## config.mk

```make
export PLATFORM = sky130hd
export DESIGN_NAME = t16wv_top
export DESIGN_NICKNAME = d
export VERILOG_FILES = /design/src/hdl/t16wv_pkg.sv /design/src/hdl/t16wv_chan.sv /design/src/hdl/t16wv_top.sv
export SDC_FILE = /design/constraint.sdc
export NUM_CORES = 1
export LEC_CHECK = 0
export BUFFER_PORTS_ARGS = -buffer_cell sky130_fd_sc_hd__buf_2
export CORE_MARGIN = 5
export CORE_UTILIZATION = 62
export DETAILED_ROUTE_END_ITERATION = 16
export PLACE_DENSITY = 0.81
export SYNTH_ARGS = -nofsm -noshare
export SYNTH_HDL_FRONTEND = slang
export SYNTH_SLANG_ARGS = --single-unit
```

## constraint.sdc

```tcl
create_clock -name hclk -period 4.5 [get_ports hclk]
set_input_delay 0 -clock hclk [delete_from_list [all_inputs] [get_ports hclk]]
set_output_delay 0 -clock hclk [all_outputs]
set_load 0.05 [all_outputs]
```

## src/hdl/t16wv_pkg.sv

```systemverilog
// constants, mode classes and mode decode for the 16-bit timer wave and compare-output block
package t16wv_pkg;

  // ****************************************************************
  // register byte offsets (low address byte only is decoded)
  // ****************************************************************
  localparam logic [7:0] ADDR_WAVE_CTRL = 8'h00;
  localparam logic [7:0] ADDR_CLK_CTRL  = 8'h04;
  localparam logic [7:0] ADDR_COUNTER   = 8'h08;
  localparam logic [7:0] ADDR_CMP_A     = 8'h0c;
  localparam logic [7:0] ADDR_CMP_B     = 8'h10;
  localparam logic [7:0] ADDR_CAPTURE   = 8'h14;
  localparam logic [7:0] ADDR_FLAGS     = 8'h18;
  localparam logic [7:0] ADDR_PIN_CTRL  = 8'h1c;

  // ****************************************************************
  // field positions and write masks
  // ****************************************************************
  localparam int CHA_MODE_LSB   = 6;
  localparam int CHB_MODE_LSB   = 4;
  localparam int WAVE_LOW_LSB   = 0;
  localparam int WAVE_HIGH_LSB  = 3;
  localparam int CLK_SEL_LSB    = 0;
  localparam int OVF_BIT        = 0;
  localparam int PIN_DIR_A_BIT  = 0;
  localparam int PIN_DIR_B_BIT  = 1;
  localparam int PIN_DATA_A_BIT = 2;
  localparam int PIN_DATA_B_BIT = 3;
  localparam logic [7:0] WAVE_CTRL_WMASK = 8'hf3;
  localparam logic [7:0] CLK_CTRL_WMASK  = 8'h1f;
  localparam logic [3:0] PIN_CTRL_WMASK  = 4'hf;

  // ****************************************************************
  // reset values and fixed counter levels
  // ****************************************************************
  localparam logic [7:0]  RST_CTRL8  = 8'h00;
  localparam logic [15:0] RST_WORD16 = 16'h0000;
  localparam logic [3:0]  RST_PIN    = 4'h0;
  localparam logic [15:0] CNT_BOTTOM = 16'h0000;
  localparam logic [15:0] CNT_MAX    = 16'hffff;
  localparam logic [15:0] TOP_8BIT   = 16'h00ff;
  localparam logic [15:0] TOP_9BIT   = 16'h01ff;
  localparam logic [15:0] TOP_10BIT  = 16'h03ff;
  localparam logic [15:0] CNT_STEP   = 16'h0001;

  // output-mode field encodings
  localparam logic [1:0] OM_OFF    = 2'h0;
  localparam logic [1:0] OM_TOGGLE = 2'h1;
  localparam logic [1:0] OM_CLEAR  = 2'h2;
  localparam logic [1:0] OM_SET    = 2'h3;

  typedef enum {
    T16WV_NORMAL,
    T16WV_FAST,
    T16WV_PHASE,
    T16WV_PFC,
    T16WV_RSVD
  } t16wv_class_t;

  // ****************************************************************
  // waveform mode decode
  // ****************************************************************
  function automatic t16wv_class_t t16wv_class_of(input logic [3:0] m);
    case (m)
      4'h0, 4'h4, 4'hc:             return T16WV_NORMAL;
      4'h5, 4'h6, 4'h7, 4'he, 4'hf: return T16WV_FAST;
      4'h1, 4'h2, 4'h3, 4'ha, 4'hb: return T16WV_PHASE;
      4'h8, 4'h9:                   return T16WV_PFC;
      default:                      return T16WV_RSVD;
    endcase
  endfunction : t16wv_class_of

  function automatic logic [15:0] t16wv_top_of(input logic [3:0] m,
                                               input logic [15:0] cmp_a,
                                               input logic [15:0] cap);
    case (m)
      4'h1, 4'h5:             return TOP_8BIT;
      4'h2, 4'h6:             return TOP_9BIT;
      4'h3, 4'h7:             return TOP_10BIT;
      4'h4, 4'h9, 4'hb, 4'hf: return cmp_a;
      4'h8, 4'ha, 4'hc, 4'he: return cap;
      default:                return CNT_MAX;
    endcase
  endfunction : t16wv_top_of

  // toggle value is honoured in pwm modes only for these modes
  function automatic logic t16wv_pwm_toggle_ok(input logic [3:0] m);
    case (m)
      4'h8, 4'h9, 4'ha, 4'hb, 4'he, 4'hf: return 1'b1;
      default:                            return 1'b0;
    endcase
  endfunction : t16wv_pwm_toggle_ok

endpackage : t16wv_pkg

```

## src/hdl/t16wv_chan.sv

```systemverilog
// one compare-output channel: applies the output-mode field to match and top events
`timescale 1ns/1ps
module t16wv_chan (
  input  wire logic            hclk,
  input  wire logic            hresetn,
  input  wire logic [1:0]      out_mode,
  input  var t16wv_pkg::t16wv_class_t mode_class,
  input  wire logic            toggle_ok,
  input  wire logic            match,
  input  wire logic            top_evt,
  input  wire logic            count_up,
  input  wire logic            cmp_eq_top,
  output logic                 wave,
  output logic                 drive
);
  import t16wv_pkg::*;

  logic next_wave;

  // ****************************************************************
  // output-mode behaviour per waveform class
  // ****************************************************************
  always_comb
  begin
    next_wave = wave;
    drive     = (out_mode != OM_OFF) && (mode_class != T16WV_RSVD);
    case (mode_class)
      T16WV_NORMAL:
      begin
        if (match)
        begin
          case (out_mode)
            OM_TOGGLE: next_wave = ~wave;
            OM_CLEAR:  next_wave = 1'b0;
            OM_SET:    next_wave = 1'b1;
            default:   next_wave = wave;
          endcase
        end
      end
      T16WV_FAST:
      begin
        if (out_mode == OM_TOGGLE)
        begin
          drive = toggle_ok;
          if (toggle_ok && match)
            next_wave = ~wave;
        end
        else if (out_mode[1])
        begin
          // top action wins; a match equal to top is dropped
          if (top_evt)
            next_wave = (out_mode == OM_CLEAR);
          else if (match && !cmp_eq_top)
            next_wave = (out_mode == OM_SET);
        end
      end
      T16WV_PHASE, T16WV_PFC:
      begin
        if (out_mode == OM_TOGGLE)
        begin
          drive = toggle_ok;
          if (toggle_ok && match)
            next_wave = ~wave;
        end
        else if (out_mode == OM_CLEAR && match)
          next_wave = ~count_up;
        else if (out_mode == OM_SET && match)
          next_wave = count_up;
      end
      default:
        next_wave = wave;
    endcase
  end

  // wave register
  always_ff @(posedge hclk or negedge hresetn)
  begin
    if (!hresetn)
      wave <= 1'b0;
    else
      wave <= next_wave;
  end

endmodule : t16wv_chan

```

## src/hdl/t16wv_top.sv

```systemverilog
// 16-bit timer waveform-mode decode, counter sequencing and compare-output pins on ahb-lite
//
// Summary of operation
// - channel A mode nonzero takes the pin, except in reserved mode 13 or toggle in modes 1 to 3 and 5 to 7
// - channel B mode nonzero takes the pin, except in reserved mode 13 or toggle in pwm modes
// - output-mode effect depends on waveform class
// - non-pwm: off, toggle, clear, set on match
// - fast pwm toggle only A, modes 14/15
// - fast pwm clear/set on match, opposite at top
// - fast pwm compare equal top: top action only
// - dual-slope toggle only A, modes 8 to 11
// - dual-slope 10: clear up, set down
// - dual-slope 11: set up, clear down
// - mode low bits in ctrl A, high elsewhere
// - top per mode: fixed, compare A, capture
// - phase correct: update at top, overflow bottom
// - phase/freq correct: update, overflow at bottom
// - normal/ctc immediate, max; fast at top
// - dual-slope counts bottom to top to bottom
`timescale 1ns/1ps
module t16wv_top (
  input  wire logic        hclk,
  input  wire logic        hresetn,
  input  wire logic        hsel,
  input  wire logic [31:0] haddr,
  input  wire logic [1:0]  htrans,
  input  wire logic        hwrite,
  input  wire logic [2:0]  hsize,
  input  wire logic [31:0] hwdata,
  input  wire logic        hready,
  output logic      [31:0] hrdata,
  output logic             hreadyout,
  output logic             hresp,
  output logic             chan_a_pin_out,
  output logic             chan_a_pin_oe,
  output logic             chan_b_pin_out,
  output logic             chan_b_pin_oe,
  output logic             overflow_flag
);
  import t16wv_pkg::*;

  // ****************************************************************
  // ahb-lite slave
  // ****************************************************************
  logic         wr_pend, rd_pend, next_wr_pend, next_rd_pend, next_hreadyout, accept;
  logic [7:0]   acc_addr, next_acc_addr;
  logic [31:0]  next_hrdata, read_mux;
  logic [7:0]   wave_ctrl, next_wave_ctrl;
  logic [7:0]   clk_ctrl, next_clk_ctrl;
  logic [15:0]  buf_a, next_buf_a;
  logic [15:0]  buf_b, next_buf_b;
  logic [15:0]  capture_value, next_capture_value;
  logic [3:0]   pin_ctrl, next_pin_ctrl;
  logic [15:0]  counter_value, next_counter_value, act_a, next_act_a, act_b, next_act_b;
  logic         count_up, next_count_up, next_overflow_flag;
  logic [3:0]   wave_mode_sel;
  t16wv_class_t mode_class;
  logic [15:0]  top_value;
  logic         tick, at_top, at_bottom, ovf_evt, upd_evt;
  logic         we_wave, we_clk, we_cnt, we_cmp_a, we_cmp_b, we_cap, we_flags, we_pin;
  logic         chan_a_wave_out, chan_b_wave_out, chan_a_drive, chan_b_drive;
  logic         next_a_pin_out, next_a_pin_oe, next_b_pin_out, next_b_pin_oe;

  // reads insert one wait state so a write just before is already visible
  assign accept = hsel && htrans[1] && hready;

  always_comb
  begin
    next_wr_pend   = accept && hwrite;
    next_rd_pend   = accept && !hwrite;
    next_acc_addr  = accept ? haddr[7:0] : acc_addr;
    next_hreadyout = !(accept && !hwrite);
    next_hrdata    = rd_pend ? read_mux : hrdata;
  end

  always_ff @(posedge hclk or negedge hresetn)
  begin
    if (!hresetn)
    begin
      wr_pend   <= 1'b0;
      rd_pend   <= 1'b0;
      acc_addr  <= 8'h00;
      hrdata    <= 32'h0000_0000;
      hreadyout <= 1'b1;
      hresp     <= 1'b0;
    end
    else
    begin
      wr_pend   <= next_wr_pend;
      rd_pend   <= next_rd_pend;
      acc_addr  <= next_acc_addr;
      hrdata    <= next_hrdata;
      hreadyout <= next_hreadyout;
      hresp     <= 1'b0;                 // always okay, unmapped included
    end
  end

  // write strobes, taken in the data phase
  assign we_wave  = wr_pend && (acc_addr == ADDR_WAVE_CTRL);
  assign we_clk   = wr_pend && (acc_addr == ADDR_CLK_CTRL);
  assign we_cnt   = wr_pend && (acc_addr == ADDR_COUNTER);
  assign we_cmp_a = wr_pend && (acc_addr == ADDR_CMP_A);
  assign we_cmp_b = wr_pend && (acc_addr == ADDR_CMP_B);
  assign we_cap   = wr_pend && (acc_addr == ADDR_CAPTURE);
  assign we_flags = wr_pend && (acc_addr == ADDR_FLAGS);
  assign we_pin   = wr_pend && (acc_addr == ADDR_PIN_CTRL);

  // read mux; unmapped addresses read zero
  always_comb
  begin
    read_mux = 32'h0000_0000;
    case (acc_addr)
      ADDR_WAVE_CTRL: read_mux[7:0]  = wave_ctrl & WAVE_CTRL_WMASK;
      ADDR_CLK_CTRL:  read_mux[7:0]  = clk_ctrl;
      ADDR_COUNTER:   read_mux[15:0] = counter_value;
      ADDR_CMP_A:     read_mux[15:0] = buf_a;
      ADDR_CMP_B:     read_mux[15:0] = buf_b;
      ADDR_CAPTURE:   read_mux[15:0] = capture_value;
      ADDR_FLAGS:     read_mux[OVF_BIT] = overflow_flag;
      ADDR_PIN_CTRL:  read_mux[3:0]  = pin_ctrl;
      default:        read_mux = 32'h0000_0000;
    endcase
  end

  // ****************************************************************
  // software registers
  // ****************************************************************
  always_comb
  begin
    next_wave_ctrl     = wave_ctrl;
    next_clk_ctrl      = clk_ctrl;
    next_buf_a         = buf_a;
    next_buf_b         = buf_b;
    next_capture_value = capture_value;
    next_pin_ctrl      = pin_ctrl;
    if (we_wave) next_wave_ctrl = hwdata[7:0] & WAVE_CTRL_WMASK;
    if (we_clk) next_clk_ctrl = hwdata[7:0] & CLK_CTRL_WMASK;
    if (we_cmp_a) next_buf_a = hwdata[15:0];
    if (we_cmp_b) next_buf_b = hwdata[15:0];
    if (we_cap) next_capture_value = hwdata[15:0];
    if (we_pin) next_pin_ctrl = hwdata[3:0] & PIN_CTRL_WMASK;
  end

  always_ff @(posedge hclk or negedge hresetn)
  begin
    if (!hresetn)
    begin
      wave_ctrl     <= RST_CTRL8;
      clk_ctrl      <= RST_CTRL8;
      buf_a         <= RST_WORD16;
      buf_b         <= RST_WORD16;
      capture_value <= RST_WORD16;
      pin_ctrl      <= RST_PIN;
    end
    else
    begin
      wave_ctrl     <= next_wave_ctrl;
      clk_ctrl      <= next_clk_ctrl;
      buf_a         <= next_buf_a;
      buf_b         <= next_buf_b;
      capture_value <= next_capture_value;
      pin_ctrl      <= next_pin_ctrl;
    end
  end

  // ****************************************************************
  // mode decode
  // ****************************************************************
  assign wave_mode_sel = {clk_ctrl[WAVE_HIGH_LSB +: 2],
                          wave_ctrl[WAVE_LOW_LSB +: 2]};
  assign mode_class    = t16wv_class_of(wave_mode_sel);
  assign top_value     = t16wv_top_of(wave_mode_sel, act_a, capture_value);
  // any nonzero clock select runs at the bus clock outside reserved mode 13; prescaling lives elsewhere
  assign tick      = (clk_ctrl[CLK_SEL_LSB +: 3] != 3'h0) &&
                     (mode_class != T16WV_RSVD);
  assign at_top    = (counter_value == top_value);
  assign at_bottom = (counter_value == CNT_BOTTOM);

  // ****************************************************************
  // counter sequencing, buffer update and overflow
  // ****************************************************************
  always_comb
  begin
    next_counter_value = counter_value;
    next_count_up      = count_up;
    ovf_evt            = 1'b0;
    upd_evt            = 1'b0;
    case (mode_class)
      T16WV_NORMAL, T16WV_FAST:
      begin
        next_count_up = 1'b1;
        if (tick)
          next_counter_value = at_top ? CNT_BOTTOM : counter_value + CNT_STEP;
        if (mode_class == T16WV_NORMAL)
          ovf_evt = tick && (counter_value == CNT_MAX);
        else
        begin
          ovf_evt = tick && at_top;
          upd_evt = tick && at_top;
        end
      end
      T16WV_PHASE, T16WV_PFC:
      begin
        if (tick)
        begin
          // turn round at top and at bottom, each held for one tick
          if (count_up && at_top)
          begin
            next_count_up      = 1'b0;
            next_counter_value = counter_value - CNT_STEP;
          end
          else if (!count_up && at_bottom)
          begin
            next_count_up      = 1'b1;
            next_counter_value = counter_value + CNT_STEP;
          end
          else if (count_up)
            next_counter_value = counter_value + CNT_STEP;
          else
            next_counter_value = counter_value - CNT_STEP;
        end
        ovf_evt = tick && !count_up && at_bottom;
        if (mode_class == T16WV_PHASE)
          upd_evt = tick && count_up && at_top;
        else
          upd_evt = tick && !count_up && at_bottom;
      end
      default:
        next_count_up = count_up;
    endcase
    // software write to the counter wins over counting
    if (we_cnt)
      next_counter_value = hwdata[15:0];
  end

  // active compare values: immediate in non-pwm, double buffered otherwise
  always_comb
  begin
    next_act_a = act_a;
    next_act_b = act_b;
    if (mode_class == T16WV_NORMAL || mode_class == T16WV_RSVD || upd_evt)
    begin
      next_act_a = buf_a;
      next_act_b = buf_b;
    end
  end

  // sticky overflow, write one to clear; a new event beats the clear
  assign next_overflow_flag = ovf_evt ||
                              (overflow_flag && !(we_flags && hwdata[OVF_BIT]));

  always_ff @(posedge hclk or negedge hresetn)
  begin
    if (!hresetn)
    begin
      counter_value <= RST_WORD16;
      count_up      <= 1'b1;
      act_a         <= RST_WORD16;
      act_b         <= RST_WORD16;
      overflow_flag <= 1'b0;
    end
    else
    begin
      counter_value <= next_counter_value;
      count_up      <= next_count_up;
      act_a         <= next_act_a;
      act_b         <= next_act_b;
      overflow_flag <= next_overflow_flag;
    end
  end

  // ****************************************************************
  // compare-output channels
  // ****************************************************************
  t16wv_chan u_chan_a (
    .hclk       (hclk),
    .hresetn    (hresetn),
    .out_mode   (wave_ctrl[CHA_MODE_LSB +: 2]),
    .mode_class (mode_class),
    .toggle_ok  (t16wv_pwm_toggle_ok(wave_mode_sel)),
    .match      (tick && (counter_value == act_a)),
    .top_evt    (tick && at_top),
    .count_up   (count_up),
    .cmp_eq_top (act_a == top_value),
    .wave       (chan_a_wave_out),
    .drive      (chan_a_drive)
  );

  // channel B never toggles in pwm modes
  t16wv_chan u_chan_b (
    .hclk       (hclk),
    .hresetn    (hresetn),
    .out_mode   (wave_ctrl[CHB_MODE_LSB +: 2]),
    .mode_class (mode_class),
    .toggle_ok  (1'b0),
    .match      (tick && (counter_value == act_b)),
    .top_evt    (tick && at_top),
    .count_up   (count_up),
    .cmp_eq_top (act_b == top_value),
    .wave       (chan_b_wave_out),
    .drive      (chan_b_drive)
  );

  // ****************************************************************
  // pin override and direction
  // ****************************************************************
  // the driver is enabled only by the direction bit, never by the mode field
  always_comb
  begin
    next_a_pin_out = chan_a_drive ? chan_a_wave_out : pin_ctrl[PIN_DATA_A_BIT];
    next_b_pin_out = chan_b_drive ? chan_b_wave_out : pin_ctrl[PIN_DATA_B_BIT];
    next_a_pin_oe  = pin_ctrl[PIN_DIR_A_BIT];
    next_b_pin_oe  = pin_ctrl[PIN_DIR_B_BIT];
  end

  always_ff @(posedge hclk or negedge hresetn)
  begin
    if (!hresetn)
    begin
      chan_a_pin_out <= 1'b0;
      chan_a_pin_oe  <= 1'b0;
      chan_b_pin_out <= 1'b0;
      chan_b_pin_oe  <= 1'b0;
    end
    else
    begin
      chan_a_pin_out <= next_a_pin_out;
      chan_a_pin_oe  <= next_a_pin_oe;
      chan_b_pin_out <= next_b_pin_out;
      chan_b_pin_oe  <= next_b_pin_oe;
    end
  end

endmodule : t16wv_top

```

Word-level counts from Yosys, hierarchy flattened
Memories as Yosys holds them, arrays and structs flattened.
Index checks and enable logic that the tools add are counted.
{"block": "totals", "regBits": 146, "rom_bits": 48, "out_inout_bits": 39, "n_memories": 1}
{"memory": "(no name shown)", "depth": 16, "width": 3, "rd": 1, "rd_clocked_by_memory_dff": 0, "wr": 0, "line_no": "t16wv_pkg.sv:64", "text": "case (m)"}
{"block": "classes", "addsub": 2, "eq_ne": 55, "mux": 50, "bitwise_logic": 3, "n_reduce_logical": 66}
{"cell": "16-bit 2-to-1 mux", "n": 7}
{"cell": "16-bit == test", "n": 5}
{"cell": "16-bit one-hot mux with 5 select lines", "n": 1}
{"cell": "32-bit by 2-bit == test with 1-bit output (second input constant)", "n": 2}
{"cell": "32-bit zero test", "n": 2}
{"cell": "1-bit logical AND", "n": 34}
{"cell": "32-bit by 1-bit == test with 1-bit output (second input constant)", "n": 1}
{"cell": "32-bit by 3-bit == test with 1-bit output (second input constant)", "n": 1}
{"cell": "32-bit by 4-bit == test with 1-bit output (second input constant)", "n": 1}
{"cell": "8-bit by 5-bit == test with 1-bit output (second input constant)", "n": 4}
{"cell": "32-bit by 4-bit != test with 1-bit output (second input constant)", "n": 1}
{"cell": "16-bit one-hot mux with 2 select lines", "n": 1}
{"cell": "8-bit one-hot mux with 4 select lines", "n": 1}
{"cell": "1-bit 2-to-1 mux", "n": 30}
{"cell": "4-bit == test (second input constant)", "n": 7}
{"cell": "4-bit one-hot mux with 6 select lines", "n": 1}
{"cell": "3-bit one-hot mux with 7 select lines", "n": 1}
{"cell": "16-bit by 1-bit adder with 16-bit output (second input constant)", "n": 1}
{"cell": "16-bit == test (second input constant)", "n": 1}
{"cell": "4-bit by 3-bit == test with 1-bit output (second input constant)", "n": 4}
{"cell": "8-bit by 4-bit == test with 1-bit output (second input constant)", "n": 2}
{"cell": "16-bit zero test", "n": 1}
{"cell": "4-bit by 1-bit != test with 1-bit output (second input constant)", "n": 4}
{"cell": "16-bit by 1-bit subtractor with 16-bit output (second input constant)", "n": 1}
{"cell": "26 further kinds", "n": 62}

Depth between registers and ports, before layout
{"block": "depth", "depth_word": 11, "depth_mapped": 14}

Hierarchy
A second synthesis with hierarchy kept.
{"block": "unflattened", "hier_cells": 965, "area_unflattened_um2": 9217.6}
{"module": "t16wv_top", "n_inst": 1, "cells_each": 873, "area_each_um2": 8657.1, "seq_area_each_um2": 3606.0}
{"module": "t16wv_chan", "n_inst": 2, "cells_each": 46, "area_each_um2": 280.3, "seq_area_each_um2": 25.0}

Worst setup path after synthesis
Ideal clock, no wire load.
{"block": "synth_path", "kind": "register -> register", "start": "register counter_value[0]", "end": "register act_a[0]", "setup_ps": 125, "arrival_ps": 2827, "t_required_ps": 4375, "setup_slack_ps": 1548, "stages_incl_launch_ff": 14, "path_buffers": 2, "synth_period_minus_slack_ps": 2952, "cell_sequence": "dfrtp_1 -> clkbuf_1 -> inv_1 -> ha_1 -> nor3b_1 -> nand2_1 -> or3_1 -> nor2_1 -> nand2_1 -> nor3_1 -> a211o_1 -> o21ai_2 -> buf_6 -> mux2_4"}
{"block": "synth_between", "elab_chain_cells": 5}
{"item": "from (decl)", "line_no": "t16wv_top.sv:54", "text": "logic [15:0] counter_value, next_counter_value, act_a, next_act_a, act_b, next_act_b;"}
{"item": "from (signal assigned)", "line_no": "t16wv_top.sv:264", "text": "counter_value <= next_counter_value;"}
{"item": "16-bit == test or 16-bit zero test (tied branches)", "line_no": "t16wv_top.sv:176, t16wv_top.sv:177"}
{"item": "1-bit logical AND, on equally long branches", "line_no": "t16wv_top.sv:224, t16wv_top.sv:199, t16wv_top.sv:226"}
{"item": "1-bit 2-to-1 mux, on equally long branches", "line_no": "t16wv_top.sv:223, t16wv_top.sv:194"}
{"item": "1-bit one-hot mux with 2 select lines (*)", "line_no": "t16wv_top.sv:188", "text": "case (mode_class)"}
{"item": "1-bit logical OR (*)", "line_no": "t16wv_top.sv:241", "text": "if (mode_class == T16WV_NORMAL || mode_class == T16WV_RSVD || upd_evt)"}
{"item": "to (signal assigned)", "line_no": "t16wv_top.sv:266", "text": "act_a <= next_act_a;"}
{"item": "to (decl)", "line_no": "t16wv_top.sv:54"}
Mark *: on every way between the ends. The rest lies on a longest branch, timed or not.
A chain may end at the register's enable or synchronous reset.

Worst setup path after layout
{"block": "layout_path", "start": "register clk_ctrl[4]", "end": "register act_b[1]"}
{"block": "layout_between", "elab_chain_cells": 8}
{"item": "from (decl)", "line_no": "t16wv_top.sv:49", "text": "logic [7:0] clk_ctrl, next_clk_ctrl;"}
{"item": "from (signal assigned)", "line_no": "t16wv_top.sv:158", "text": "clk_ctrl <= next_clk_ctrl;"}
{"item": "memory 16 x 3 bit (tied with other cells)"}
{"item": "32-bit by 4-bit != test with 1-bit output (tied with other cells)", "line_no": "t16wv_top.sv:175", "text": "(mode_class != T16WV_RSVD);"}
{"item": "1-bit logical AND or 16-bit one-hot mux with 5 select lines (tied branches)", "line_no": "t16wv_top.sv:174, t16wv_pkg.sv:76"}
{"item": "1-bit logical AND (tied with other cells)", "line_no": "t16wv_top.sv:226", "text": "upd_evt = tick && !count_up && at_bottom;"}
{"item": "1-bit logical AND, on equally long branches", "line_no": "t16wv_top.sv:226, t16wv_top.sv:199, t16wv_top.sv:224"}
{"item": "1-bit 2-to-1 mux, on equally long branches", "line_no": "t16wv_top.sv:223, t16wv_top.sv:194"}
{"item": "1-bit one-hot mux with 2 select lines", "line_no": "t16wv_top.sv:188"}
{"item": "1-bit logical OR (*)", "line_no": "t16wv_top.sv:241"}
{"item": "to (signal assigned)", "line_no": "t16wv_top.sv:267", "text": "act_b <= next_act_b;"}
{"item": "to (decl)", "line_no": "t16wv_top.sv:54"}
Marks and branches as above.

==> out/results.ini <==
[status]
run_status = completed

[power_and_ir_drop]
static-leakage-power_nw = 4.49
irDropWorstVdd_uv = 370
power-per-cell-area_mw_per_mm2 = 486

[worst_setup_path]
worst_setup_path_end_kind = flip-flop
setup.reg_to_reg.worst_slack_ps = 440
timing_worst_setup_path_type = flip-flop to flip-flop
r2r_path_end = act_b[1]
startpoint_type_of_the_worst_setup_path = flip-flop
rr_startpoint = clk_ctrl[4]
crit_path_max_fanout = 21
timing.critical_path.required_ps = 4810
critical_path_data_arrival_time_ps = 4360
r2r_cells = 12

[placed_design]
detailed_place_hpwl_um = 22500
portBuffers = 51
routabilityCongestion = 1.01
placement.setup.worst_slack_ps = 559

[clock_tree]
clock_tree.root_cell = sky130_fd_sc_hd__clkbuf_16
hold_buffers = 26
clk_path_buf_depth = 2
tritoncts = done
clkSlewWorstSetupHoldPaths_ps = 60
number_of_instances_resized_during_post_cts_repair = 0
numCtsBuffers = 17
cts_max_level = 4
clock_latency_ps = 430
cts_num_sinks = 146
cts_setup_buffers = 0

[logic_synthesis]
post_synth_and_or_nand_nor_area_fraction_pct = 16.2
post_synth_top_area_share_pct = 37.3
synth_compound_gate_area_share_pct = 18.4
synth_common_cells = 144 x sky130_fd_sc_hd__dfrtp_1, 75 x sky130_fd_sc_hd__mux2_2, 59 x sky130_fd_sc_hd__nand2_1
main_flop_type_after_synthesis = sky130_fd_sc_hd__dfrtp_1
ys_seq_area_share_pct = 37.8
synth_enable_flop_cells = 0
synth_top_family_by_area = compound AO/OA/AOI/OAI gates
synth_most_common_cell = sky130_fd_sc_hd__dfrtp_1
number_of_library_cell_types_mapped_by_synthesis = 81
synth_area_leader_cell = sky130_fd_sc_hd__dfrtp_1
muxShareOfSynthArea_pct = 14.7
mappedNetlistArea_mm2 = 0.00967
yosys_register_bits = 146
synthesis.area_per_instance_um2 = 9.55
post_synth_fa_ha_maj_area_fraction_pct = 0.259
yosys_warnings = 0
synth-async-reset-ratio_pct = 100
area_contributors_post_synth = sky130_fd_sc_hd__dfrtp_1 37%, sky130_fd_sc_hd__mux2_2 8.7%, sky130_fd_sc_hd__mux2_4 4.7%
synthesis.instances = 1013
synth-xor-area-share_pct = 6.16

[sta]
crit_share_post_route_pct = 90.2
setup_repair_after_global_routing_missed_its_margin = no
layout_min_cycle_time_ps = 4060
max_freq_mhz = 246
layout_setup_ws_ps = 443
slew_headroom_pct = 28.8
tightest_slew_ps = 1070
setup_total_negative_slack_ps = 0
skew_ps = 12.8
final_max_slew_viol_count = 0
finalHoldViolCount = 0
finalSetupViolations = 0

[route]
viasPerCell = 6.84
dr.pass1.iters = 7
met1_length_um = 12700
post_drt_wl_per_cell_um = 24.8
route.vias.total = 8832
topRoutingLayerUsed = met5
routed-wl-met3_um = 3750
ant_nets = 0
routed_wirelength_um = 32000
initialDrtViolationCount = 1343
detailroute.wirelength.met2_um = 14300
drc = 0

[global_route]
grt_max_degree = 114
antenna_found_initial = 1
grt_overflow_total = 0
grtUsageTotal_pct = 35.8
first_pass_grt_wire_length_um = 49600
first_global_vias = 8592

[final_layout]
area_growth_syn_to_layout_pct = 13.2
layout.area.seq_mm2 = 0.00366
filler_cell_count = 1109
layout-drive-gt1-share_pct = 23.0
area_of_the_multi_input_gates_mm2 = 0.00547
final_net_count = 1143

[floorplan]
floorplan.initialDensity_pct = 63.4
die_area_mm2 = 0.0182
die_width_um = 135
fp.coreArea_mm2 = 0.0153
std_cell_rows = 45
dieHeight_um = 135
number_of_ports_placed_on_the_die_boundary = 113

[min_path]
hold_path_end = wr_pend
timing.hold.worst_path_depth = 3
hold_path.startpoint = htrans[1]
hold_class = input pin to flip-flop

[run]
max_cap_viol_count = 0

sequential cells by signal (all words and copies together), names as in the netlist, 4 cells and up:
| register | cells |
|---|---|
| acc_addr | 8 |
| act_a | 16 |
| act_b | 16 |
| buf_a | 16 |
| buf_b | 16 |
| capture_value | 16 |
| clk_ctrl | 5 |
| counter_value | 16 |
| hrdata | 16 |
| pin_ctrl | 4 |
| wave_ctrl | 6 |
worst max path at each step:
stage	from	endpoint	slack (ps)	cells past startpoint
after floorplan	counter_value[0]	act_a[0]	1550	13
after global placement	clk_ctrl[4]	act_b[1]	640	11
after detailed placement	clk_ctrl[4]	act_b[1]	560	11
after CTS	clk_ctrl[4]	act_b[1]	540	11
after global routing	clk_ctrl[4]	act_b[1]	240	12
final	clk_ctrl[4]	act_b[1]	440	12
layout make-up:
cell class | instances | share of cell area, %
multi-input combinational | 749 | 50.0
sequential | 146 | 33.4
timing repair buffer | 111 | 7.21
clock buffer | 20 | 4.17
tap | 211 | 2.41
inverter | 42 | 1.44
clock inverter | 12 | 1.35
antenna | 1 | 0.0229
layer usage:
layer	track usage [%]	vias to the layer above
met5	0	-
met4	13.1	2
met3	9.09	102
met2	54.5	578
met1	49.7	4313
li1	-	3837
critical path, cell delays in order, from the launching register on:
cell and delay (ps):
sky130_fd_sc_hd__dfrtp_1 770, sky130_fd_sc_hd__buf_4 290, sky130_fd_sc_hd__buf_4 200, sky130_fd_sc_hd__o21ai_0 100
sky130_fd_sc_hd__a31oi_1 280, sky130_fd_sc_hd__o21ai_1 150, sky130_fd_sc_hd__a222oi_1 420, sky130_fd_sc_hd__nand3_1 240
sky130_fd_sc_hd__or3_4 470, sky130_fd_sc_hd__nor2_2 160, sky130_fd_sc_hd__o21ai_4 230, sky130_fd_sc_hd__buf_12 250
sky130_fd_sc_hd__mux2_1 330
power breakdown:
part | switching [W] | internal (W) | total (W)
Clock | 0.000606 | 0.000859 | 0.00147
Sequential | 0.000519 | 0.00154 | 0.00206
Combinational | 0.000985 | 0.000817 | 0.00180
Total | 0.00211 | 0.00321 | 0.00532
per-stage QoR:
step                hold slack, ps  cell area, um2  util [%]  cells  power [W]
global placement               211           10100      66.1   1233    0.00374
floorplan                     -296            9730         -   1029    0.00323
detailed placement             213           10100      66.1   1233    0.00377
CTS                           62.3           10900      71.7   1291    0.00526
global route                   114           10900      71.7   1291    0.00554
finish                        72.8           10900      71.8   1292    0.00532
cell usage in the layout, fill, tap and decap left out, types with 26 or more instances in the layout:
cell and count:
sky130_fd_sc_hd__buf_2 50, sky130_fd_sc_hd__mux2_4 30, sky130_fd_sc_hd__dfrtp_1 144, sky130_fd_sc_hd__xnor2_1 33, sky130_fd_sc_hd__xor2_1 35, sky130_fd_sc_hd__mux2_2 75
sky130_fd_sc_hd__inv_1 40, sky130_fd_sc_hd__o22ai_1 26, sky130_fd_sc_hd__buf_4 33, sky130_fd_sc_hd__o21ai_0 48, sky130_fd_sc_hd__dlygate4sd3_1 26, sky130_fd_sc_hd__nand3_1 30
sky130_fd_sc_hd__nor2_1 50, sky130_fd_sc_hd__nand2_1 59, sky130_fd_sc_hd__a21oi_1 36, sky130_fd_sc_hd__nor3_1 29
logic make-up (layout without fill, tap and decap cells):
family	after synthesis	after routing
AND/OR/NAND/NOR	291	291
AO/OA/AOI/OAI	254	254
flip-flops	146	146
buffers and inverters	134	185
multiplexers	117	117
XOR/XNOR	68	68
adder cells (fa/ha/maj)	2	2
other	1	18
(Power assumes the default switching activity.)
